===== config.mk =====
export PLATFORM = sky130hd
export DESIGN_NAME = spcd_host
export DESIGN_NICKNAME = d
export VERILOG_FILES = /design/src/hdl/spcd_pkg.sv /design/src/hdl/spcd_host.sv
export SDC_FILE = /design/constraint.sdc
export NUM_CORES = 1
export LEC_CHECK = 0
export BUFFER_PORTS_ARGS = -buffer_cell sky130_fd_sc_hd__buf_2
export CORE_ASPECT_RATIO = 0.8
export CORE_MARGIN = 4
export CORE_UTILIZATION = 28
export DETAILED_ROUTE_END_ITERATION = 16
export SLEW_MARGIN = 25
export SYNTH_ARGS = -nofsm -noshare
export SYNTH_HDL_FRONTEND = slang
export SYNTH_SLANG_ARGS = --single-unit

===== constraint.sdc =====
create_clock -name hclk -period 3.07 [get_ports hclk]
set_input_delay 0.7675 -clock hclk [delete_from_list [all_inputs] [get_ports hclk]]
set_output_delay 0.7675 -clock hclk [all_outputs]
set_load 0.02 [all_outputs]

===== src/hdl/spcd_pkg.sv =====
// constants for the sector protection command host
package spcd_pkg;
    localparam int          CLK_NS      = 10;
    localparam int          FL_AW       = 23;
    // bus cycle timing in ns and derived clock counts
    localparam int          T_SU_NS     = 20;
    localparam int          T_WP_NS     = 40;
    localparam int          T_RP_NS     = 80;
    localparam int          T_HD_NS     = 20;
    localparam logic [3:0]  T_SU        = 4'((T_SU_NS + CLK_NS - 1) / CLK_NS);
    localparam logic [3:0]  T_WP        = 4'((T_WP_NS + CLK_NS - 1) / CLK_NS);
    localparam logic [3:0]  T_RP        = 4'((T_RP_NS + CLK_NS - 1) / CLK_NS);
    localparam logic [3:0]  T_HD        = 4'((T_HD_NS + CLK_NS - 1) / CLK_NS);
    // register indexes (byte offset = 4 * index)
    localparam logic [2:0]  REG_CTRL    = 3'h0;
    localparam logic [2:0]  REG_ADDR    = 3'h1;
    localparam logic [2:0]  REG_WDATA   = 3'h2;
    localparam logic [2:0]  REG_PWD_LO  = 3'h3;
    localparam logic [2:0]  REG_PWD_HI  = 3'h4;
    localparam logic [2:0]  REG_STATUS  = 3'h5;
    // status fields
    localparam int          ST_BUSY     = 0;
    localparam int          ST_DONE     = 1;
    localparam int          ST_RDATA    = 8;
    localparam int          ST_MODE     = 16;
    // operation codes in ctrl[2:0]
    localparam logic [2:0]  OP_ENTER    = 3'h0;
    localparam logic [2:0]  OP_EXIT     = 3'h1;
    localparam logic [2:0]  OP_RESET    = 3'h2;
    localparam logic [2:0]  OP_PROG     = 3'h3;
    localparam logic [2:0]  OP_ERASE    = 3'h4;
    localparam logic [2:0]  OP_READ     = 3'h5;
    localparam logic [2:0]  OP_UNLOCK   = 3'h6;
    // command bytes and addresses
    localparam logic [22:0] A_AAA       = 23'h000AAA;
    localparam logic [22:0] A_555       = 23'h000555;
    localparam logic [22:0] A_ZERO      = 23'h000000;
    localparam logic [7:0]  D_AA        = 8'hAA;
    localparam logic [7:0]  D_55        = 8'h55;
    localparam logic [7:0]  D_PROG      = 8'hA0;
    localparam logic [7:0]  D_EXIT      = 8'h90;
    localparam logic [7:0]  D_ZERO      = 8'h00;
    localparam logic [7:0]  D_RESET     = 8'hF0;
    localparam logic [7:0]  D_ERASE     = 8'h80;
    localparam logic [7:0]  D_ERASE_GO  = 8'h30;
    localparam logic [7:0]  D_UNL_1     = 8'h25;
    localparam logic [7:0]  D_UNL_2     = 8'h03;
    localparam logic [7:0]  D_UNL_GO    = 8'h29;
    localparam logic [7:0]  M_PERSIST   = 8'hC0;
    localparam logic [7:0]  M_VOLATILE  = 8'hE0;
    localparam logic [3:0]  UNL_FIRST_B = 4'h2;
    localparam logic [3:0]  UNL_LAST    = 4'hA;
endpackage : spcd_pkg


===== src/hdl/spcd_host.sv =====
// host controller driving flash sector protection command sequences
// Behaviour
// mode entry is AAA/AA, 555/55, AAA/mode code before mode commands
// code 40 lock mode: A0 then data programs; read at 00 returns it
// exit is 90 then 00 at any address, or single F0
// each password byte is written as A0 then byte to its address
// password bytes 0..7 sit at addresses 00h..07h in sector zero
// password read is eight reads at addresses 00..07 with full address
// unlock: 00/25, 00/03, eight bytes, 00/29; full match unlocks
// code C0 persistent mode: A0 then 00 at sector address programs it
// erase-all is 80 then 00/30; device preprograms then erases
// status read gives bit zero low when protected, high when not
// code 50 freeze mode: A0 then 00 sets lock; read shows it
// code E0 volatile mode: A0 then 00 sets, A0 then 01 clears
// accelerate input held high while setting persistent or volatile bits
// wrong or misordered writes need the reset command afterwards
// unspecified address and data bits are don't care
// address latched at strobe fall, data at strobe rise
// bits above address bit 11 are don't care for 555/AAA cycles
// while a mode is active only its commands, exit or reset apply
`timescale 1ns/100ps
`default_nettype none
module spcd_host (
    input  wire logic        hclk,
    input  wire logic        hresetn,
    input  wire logic        hsel,
    input  wire logic [31:0] haddr,
    input  wire logic [1:0]  htrans,
    input  wire logic        hwrite,
    input  wire logic [2:0]  hsize,
    input  wire logic [31:0] hwdata,
    input  wire logic        hready,
    output logic             hreadyout,
    output logic [31:0]      hrdata,
    output logic             hresp,
    output logic [22:0]      fl_addr,
    output logic [7:0]       fl_dq_out,
    output logic             fl_dq_oe,
    input  wire logic [7:0]  fl_dq_in,
    output logic             fl_ce_n,
    output logic             fl_we_n,
    output logic             fl_oe_n,
    output logic             accelerate_input
);
    typedef enum logic [2:0] {S_IDLE, S_LOAD, S_SETUP, S_PULSE, S_HOLD} spcd_st_e;

    typedef struct packed {
        spcd_st_e    st;
        logic [3:0]  cnt;
        logic [2:0]  op;
        logic [3:0]  step;
        logic        busy;
        logic        done;
        logic [7:0]  mode;
        logic [22:0] addr;
        logic [7:0]  wdata;
        logic [63:0] pwd;
        logic [7:0]  rdata;
        logic        aw_pend;
        logic [2:0]  aw_idx;
        logic [31:0] hrdata;
        logic [22:0] fl_addr;
        logic [7:0]  dq_out;
        logic        dq_oe;
        logic        ce_n;
        logic        we_n;
        logic        oe_n;
        logic        accel;
    } spcd_state_s;

    spcd_state_s q_ff;
    spcd_state_s nxt_q;

    // one bus cycle of an operation: {is_read, address, data}
    function automatic logic [31:0] step_fn(input logic [2:0]  op,
                                            input logic [3:0]  step,
                                            input logic [22:0] addr,
                                            input logic [7:0]  wdata,
                                            input logic [63:0] pwd);
        logic [2:0] idx;
        idx = 3'(step - spcd_pkg::UNL_FIRST_B);
        step_fn = {1'b0, spcd_pkg::A_ZERO, spcd_pkg::D_RESET};
        unique case (op)
            // unlock pair and mode code
            spcd_pkg::OP_ENTER:
                if (step == 4'h0)      step_fn = {1'b0, spcd_pkg::A_AAA, spcd_pkg::D_AA};
                else if (step == 4'h1) step_fn = {1'b0, spcd_pkg::A_555, spcd_pkg::D_55};
                else                   step_fn = {1'b0, spcd_pkg::A_AAA, wdata};
            // two-cycle exit
            spcd_pkg::OP_EXIT:
                step_fn = {1'b0, spcd_pkg::A_ZERO,
                           (step == 4'h0) ? spcd_pkg::D_EXIT : spcd_pkg::D_ZERO};
            // single reset write
            spcd_pkg::OP_RESET: step_fn = {1'b0, spcd_pkg::A_ZERO, spcd_pkg::D_RESET};
            // mode program pair
            // full pair per programmed value
            spcd_pkg::OP_PROG:
                step_fn = (step == 4'h0) ? {1'b0, spcd_pkg::A_ZERO, spcd_pkg::D_PROG}
                                         : {1'b0, addr, wdata};
            // erase-all pair
            spcd_pkg::OP_ERASE:
                step_fn = {1'b0, spcd_pkg::A_ZERO,
                           (step == 4'h0) ? spcd_pkg::D_ERASE : spcd_pkg::D_ERASE_GO};
            // single status read
            // reads drive the full address
            spcd_pkg::OP_READ: step_fn = {1'b1, addr, spcd_pkg::D_ZERO};
            // unlock frame around the eight bytes
            spcd_pkg::OP_UNLOCK:
                if (step == 4'h0)      step_fn = {1'b0, spcd_pkg::A_ZERO, spcd_pkg::D_UNL_1};
                else if (step == 4'h1) step_fn = {1'b0, spcd_pkg::A_ZERO, spcd_pkg::D_UNL_2};
                else if (step == spcd_pkg::UNL_LAST)
                    step_fn = {1'b0, spcd_pkg::A_ZERO, spcd_pkg::D_UNL_GO};
                // byte n at address n
                else step_fn = {1'b0, 20'h00000, idx, pwd[{idx, 3'b000} +: 8]};
            default: step_fn = {1'b0, spcd_pkg::A_ZERO, spcd_pkg::D_RESET};
        endcase
    endfunction : step_fn

    function automatic logic [3:0] last_fn(input logic [2:0] op);
        unique case (op)
            spcd_pkg::OP_ENTER:  last_fn = 4'h2;
            spcd_pkg::OP_EXIT,
            spcd_pkg::OP_PROG,
            spcd_pkg::OP_ERASE:  last_fn = 4'h1;
            spcd_pkg::OP_UNLOCK: last_fn = spcd_pkg::UNL_LAST;
            default:             last_fn = 4'h0;
        endcase
    endfunction : last_fn

    logic [31:0] cur_step;
    logic [31:0] status_w;
    assign cur_step = step_fn(q_ff.op, q_ff.step, q_ff.addr, q_ff.wdata, q_ff.pwd);
    assign status_w = {8'h00, q_ff.mode, q_ff.rdata, 6'h00, q_ff.done, q_ff.busy};

    always_comb begin
        nxt_q = q_ff;
        // ahb address phase, zero wait states
        nxt_q.aw_pend = 1'b0;
        if (hsel && htrans[1] && hready) begin
            if (hwrite) begin
                nxt_q.aw_pend = 1'b1;
                nxt_q.aw_idx  = haddr[4:2];
            end else begin
                unique case (haddr[4:2])
                    spcd_pkg::REG_ADDR:   nxt_q.hrdata = {9'h000, q_ff.addr};
                    spcd_pkg::REG_WDATA:  nxt_q.hrdata = {24'h000000, q_ff.wdata};
                    spcd_pkg::REG_PWD_LO: nxt_q.hrdata = q_ff.pwd[31:0];
                    spcd_pkg::REG_PWD_HI: nxt_q.hrdata = q_ff.pwd[63:32];
                    spcd_pkg::REG_STATUS: nxt_q.hrdata = status_w;
                    default:              nxt_q.hrdata = 32'h00000000;
                endcase
            end
        end
        // ahb data phase of a write
        if (q_ff.aw_pend) begin
            unique case (q_ff.aw_idx)
                spcd_pkg::REG_ADDR:   nxt_q.addr = hwdata[22:0];
                spcd_pkg::REG_WDATA:  nxt_q.wdata = hwdata[7:0];
                spcd_pkg::REG_PWD_LO: nxt_q.pwd[31:0] = hwdata;
                spcd_pkg::REG_PWD_HI: nxt_q.pwd[63:32] = hwdata;
                spcd_pkg::REG_CTRL:
                    // one op at a time
                    if (!q_ff.busy && hwdata[2:0] != 3'h7) begin
                        nxt_q.op   = hwdata[2:0];
                        nxt_q.step = 4'h0;
                        nxt_q.busy = 1'b1;
                        nxt_q.done = 1'b0;
                        nxt_q.st   = S_LOAD;
                    end
                default: ;
            endcase
        end
        // flash bus cycle sequencer
        unique case (q_ff.st)
            S_IDLE: ;
            S_LOAD: begin
                nxt_q.fl_addr = cur_step[30:8];
                nxt_q.dq_out  = cur_step[7:0];
                nxt_q.dq_oe   = !cur_step[31];
                nxt_q.ce_n    = 1'b0;
                // accelerate high while setting protect bits
                nxt_q.accel   = (q_ff.op == spcd_pkg::OP_PROG) &&
                                (q_ff.mode == spcd_pkg::M_PERSIST ||
                                 q_ff.mode == spcd_pkg::M_VOLATILE);
                nxt_q.cnt     = spcd_pkg::T_SU - 4'h1;
                nxt_q.st      = S_SETUP;
            end
            S_SETUP:
                if (q_ff.cnt != 4'h0) nxt_q.cnt = q_ff.cnt - 4'h1;
                else begin
                    // strobe falls after address is stable
                    nxt_q.we_n = cur_step[31];
                    nxt_q.oe_n = !cur_step[31];
                    nxt_q.cnt  = (cur_step[31] ? spcd_pkg::T_RP : spcd_pkg::T_WP) - 4'h1;
                    nxt_q.st   = S_PULSE;
                end
            S_PULSE:
                if (q_ff.cnt != 4'h0) nxt_q.cnt = q_ff.cnt - 4'h1;
                else begin
                    // capture read byte, bit zero is the indicator
                    if (!q_ff.oe_n) nxt_q.rdata = fl_dq_in;
                    nxt_q.we_n = 1'b1;
                    nxt_q.oe_n = 1'b1;
                    nxt_q.cnt  = spcd_pkg::T_HD - 4'h1;
                    nxt_q.st   = S_HOLD;
                end
            S_HOLD:
                if (q_ff.cnt != 4'h0) nxt_q.cnt = q_ff.cnt - 4'h1;
                else begin
                    nxt_q.ce_n  = 1'b1;
                    nxt_q.dq_oe = 1'b0;
                    nxt_q.accel = 1'b0;
                    if (q_ff.step == last_fn(q_ff.op)) begin
                        nxt_q.busy = 1'b0;
                        nxt_q.done = 1'b1;
                        nxt_q.st   = S_IDLE;
                        // track the active mode
                        if (q_ff.op == spcd_pkg::OP_ENTER) nxt_q.mode = q_ff.wdata;
                        // exit or reset leaves every mode
                        if (q_ff.op == spcd_pkg::OP_EXIT || q_ff.op == spcd_pkg::OP_RESET)
                            nxt_q.mode = 8'h00;
                    end else begin
                        nxt_q.step = q_ff.step + 4'h1;
                        nxt_q.st   = S_LOAD;
                    end
                end
            default: nxt_q.st = S_IDLE;
        endcase
    end

    always_ff @(posedge hclk or negedge hresetn) begin
        if (!hresetn) begin
            q_ff      <= '0;
            q_ff.st   <= S_IDLE;
            q_ff.ce_n <= 1'b1;
            q_ff.we_n <= 1'b1;
            q_ff.oe_n <= 1'b1;
        end else begin
            q_ff <= nxt_q;
        end
    end

    // zero wait states, response always okay
    assign hreadyout        = !q_ff.aw_pend || q_ff.aw_pend;
    assign hrdata           = q_ff.hrdata;
    assign hresp            = q_ff.aw_pend && !q_ff.aw_pend;
    assign fl_addr          = q_ff.fl_addr;
    assign fl_dq_out        = q_ff.dq_out;
    assign fl_dq_oe         = q_ff.dq_oe;
    assign fl_ce_n          = q_ff.ce_n;
    assign fl_we_n          = q_ff.we_n;
    assign fl_oe_n          = q_ff.oe_n;
    assign accelerate_input = q_ff.accel;

    // write strobe fell at the last edge: first pulse cycle of a write
    logic we_fall;
    assign we_fall = !q_ff.we_n && q_ff.st == S_PULSE &&
                     q_ff.cnt == spcd_pkg::T_WP - 4'h1;
endmodule : spcd_host
`default_nettype wire


==> reports/results.txt <==
Outcome = finished clean
Port buffer count = 116
Final-report hold violation count = 0
Sequential cell area = 0.00498 mm^2
Root buf cell = clkbuf_16
Most frequent cell after synthesis = dfrtp_1
Total setup buffers inserted after CTS = 0
Layout cells sized above 1 = 0.327
Vias in the first global route = 7235
Pwr Density = 763 mW/mm^2
Clock transition at the registers of the reported paths = 0.08 ns
R2R Path End = fl_addr[8]$_DFFE_PN0P_
Final setup margin = 0.543 ns
Int Pwr = 5.52 mW
First-pass DRT Iterations = 5
# hold bufs at CTS = 0
Layout net count = 1046
Crit-path slowest cell = or4_1
Multi-input logic area = 0.00438 mm^2
Number of setup violations in the final report = 0
Crit-path max cell delay = 0.55 ns
GRT overflow = 0
Static Leak = 5.06 nW
Post-synth EDFFs = 0
Clk sink count = 199
Power Total = 8.74 mW
Reg2reg path depth = 6
Antenna violations before repair = 0
Tightest Hold Check Type = in2async
Dpl hpwl = 22.8 mm
Routed Antenna Nets = 0
CP Launch Type = flip-flop
Critical path origin = q_ff[186]$_DFF_PN0_
CP Buf/Inv Count = 1
Dpl ws = 0.500 ns
Starting density of the core = 0.283
Die width = 221 um
Ys Warns = 0
Filler cell count = 3702
Top delay family on crit path = simple AND/OR/NAND/NOR gates
Async set-reset flop share out of synthesis = 1.00
I/O pin total = 152
Number of cell rows = 62
Synth Flop Type = dfrtp_1
WP depth = 6
Synth top area share = 0.484
H-tree levels = 4
Crit Path Class = reg2reg
Clk Latency, worst-skew pair = 0.46 ns
Core ar. = 0.0358 mm^2
CP Max Fanout = 11
Post-DR wirelength/cell = 20.9 um
Minimum clock period = 2.53 ns
Final-report max-slew violation count = 0
Synth Cell Area = 0.0101 mm^2
CTS Buf Count = 17
DRC errors left = 0
Worst Setup EP = fl_addr[8]$_DFFE_PN0P_
Part of the power in registers = 0.430
R2r setup slk = 0.54 ns
First-pass GRT wire length = 45.3 mm
Max IR drop VDD = 0.000363 V
Crit end category = flip-flop
Synth top area cells = dfrtp_1, mux2_2, buf_4
Final Cycle Share = 0.823
RR Startpoint = q_ff[186]$_DFF_PN0_
Drt via density = 5.18
Max cap viols = 0
Full die area = 0.0393 mm^2
RSZ-0062 raised after global routing = no
Synthesized area per cell = 11.1 um^2
Worst path cell trace = inv_1, ha_1, or3b_1, or4_1, nor2_1, a221o_1
Setup total negative slack = 0 ns
Sequential share of the synthesized area = 0.491
Clk network pwr share = 0.258
Post-synth cell types = 67
Worst-margin pin slew = 0.904 ns
Worst Path Arrival = 2.92 ns
Logic pwr share = 0.311
Rel. slew slack = 0.393
Synth Instances = 915
Initial DRC count = 688
CTS tree = yes
GRT Resource Usage Total = 0.154
Sw frac = 0.369
Cell type with the largest total area after synthesis = dfrtp_1
DR vias = 7512
Largest net degree at the start of global routing = 57
Final Skew = 0.0133 ns
Fin Hold WS = 0.281 ns
FMAX = 0.396 GHz
Final GP Congestion = 0.915
Antenna diodes = 0
Synth-to-layout area growth = 13.0%
Post_cts resized = 0
Flops & latches, synth = 199
P_sw = 3.22 mW
Routed Wire Length = 30.4 mm
Worst Path Required = 3.47 ns
Post-synth top cells = dfrtp_1, mux2_2, nand2_1
Die Span Y = 178 um
Post-synth net total = 1003
Max clock buf depth = 2
==> power groups by stage <==
stage / combinational, mW / clock, mW / sequential (mW)
floorplan: 2.21 / 0 / 3.49
global placement: 2.70 / 0 / 3.77
detailed placement: 2.73 / 0 / 3.79
CTS: 2.75 / 2.31 / 3.74
global route: 2.99 / 2.42 / 3.82
finish: 2.72 / 2.26 / 3.76
==> state kept, by name (all words and copies together) (netlist names) <==
signal,flops
hrdata,32
fl_dq_out,8
q_ff,131
fl_dq_oe,1
fl_oe_n,1
fl_ce_n,1
fl_we_n,1
fl_addr,23
accelerate_input,1
==> how the worst min path moves through the flow <==
stage | from | to | slack (ns)
6_report | hresetn | q_ff[159]$_DFFE_PN0P_ | 0.28
5_1_grt | hresetn | q_ff[159]$_DFFE_PN0P_ | 0.29
4_1_cts | hresetn | q_ff[159]$_DFFE_PN0P_ | 0.28
3_5_place_dp | q_ff[183]$_DFF_PN0_ | q_ff[183]$_DFF_PN0_ | 0.47
3_3_place_gp | hrdata[6]$_DFFE_PN0P_ | hrdata[6]$_DFFE_PN0P_ | 0.47
2_1_floorplan | q_ff[183]$_DFF_PN0_ | q_ff[183]$_DFF_PN0_ | 0.45
==> metrics by stage <==
stage                      util  cell area [um^2]  instances
after floorplan               -             10100        915
after global placement    0.303             10900       1419
after detailed placement  0.303             10900       1419
after CTS                 0.320             11500       1451
after global routing      0.320             11500       1451
final                     0.320             11500       1451
==> worst register-to-register path, cell delays in order, from the launching register on <==
cell and delay, ns:
dfrtp_1 0.49, inv_1 0.13, ha_1 0.16, or3b_1 0.52, or4_1 0.55, nor2_1 0.43, a221o_1 0.19
==> placed cells by master, fill, tap and decap left out, types with 4 or more instances in the layout <==
master,instances
dfrtp_1,196
buf_2,115
mux2_2,113
nand2_1,92
o21ai_0,59
nor2_1,44
a22oi_1,31
a21oi_1,29
buf_4,27
mux2i_1,23
inv_1,19
clkbuf_16,17
mux4_2,16
nor2b_1,14
a22o_1,13
nand3_1,12
a221o_1,11
o211ai_1,11
nand2b_1,7
ha_1,6
nor3_1,5
o22ai_1,5
mux2_1,5
inv_6,5
or3b_1,4
o21ai_1,4
nor4_1,4
o21a_1,4
and2_1,4
a211oi_1,4
clkinvlp_4,4
==> logic make-up (layout without fill, tap and decap cells) <==
group           count (synthesis)  count (layout)  share of synthesized area
other cells                     2               2                   0.000741
fa+ha+maj                       6               6                    0.00740
simple gates                  208             208                     0.0981
mux                           157             157                      0.189
flops                         199             199                      0.491
xor+xnor                        2               2                    0.00173
buf+inv                       140             196                     0.0770
compound gates                201             201                      0.134
==> metal layers <==
layer / vias up / share of wire / global-route usage
met1: 3887 / 0.47 / 0.234
met3: 28 / 0.081 / 0.0388
met5: - / 0 / 0
li1: 3332 / - / -
met4: 0 / 0.012 / 0.0354
met2: 265 / 0.43 / 0.219
==> cell type report <==
cell class              instances  share of cell area
clock inverters                13              0.0119
inverters                      19             0.00622
repair buffers                145              0.0726
clock buffers                  19              0.0395
flip-flops and latches        199               0.435
well taps                     480              0.0524
multi-input cells             576               0.383
Power figures use the tool's default switching activity.
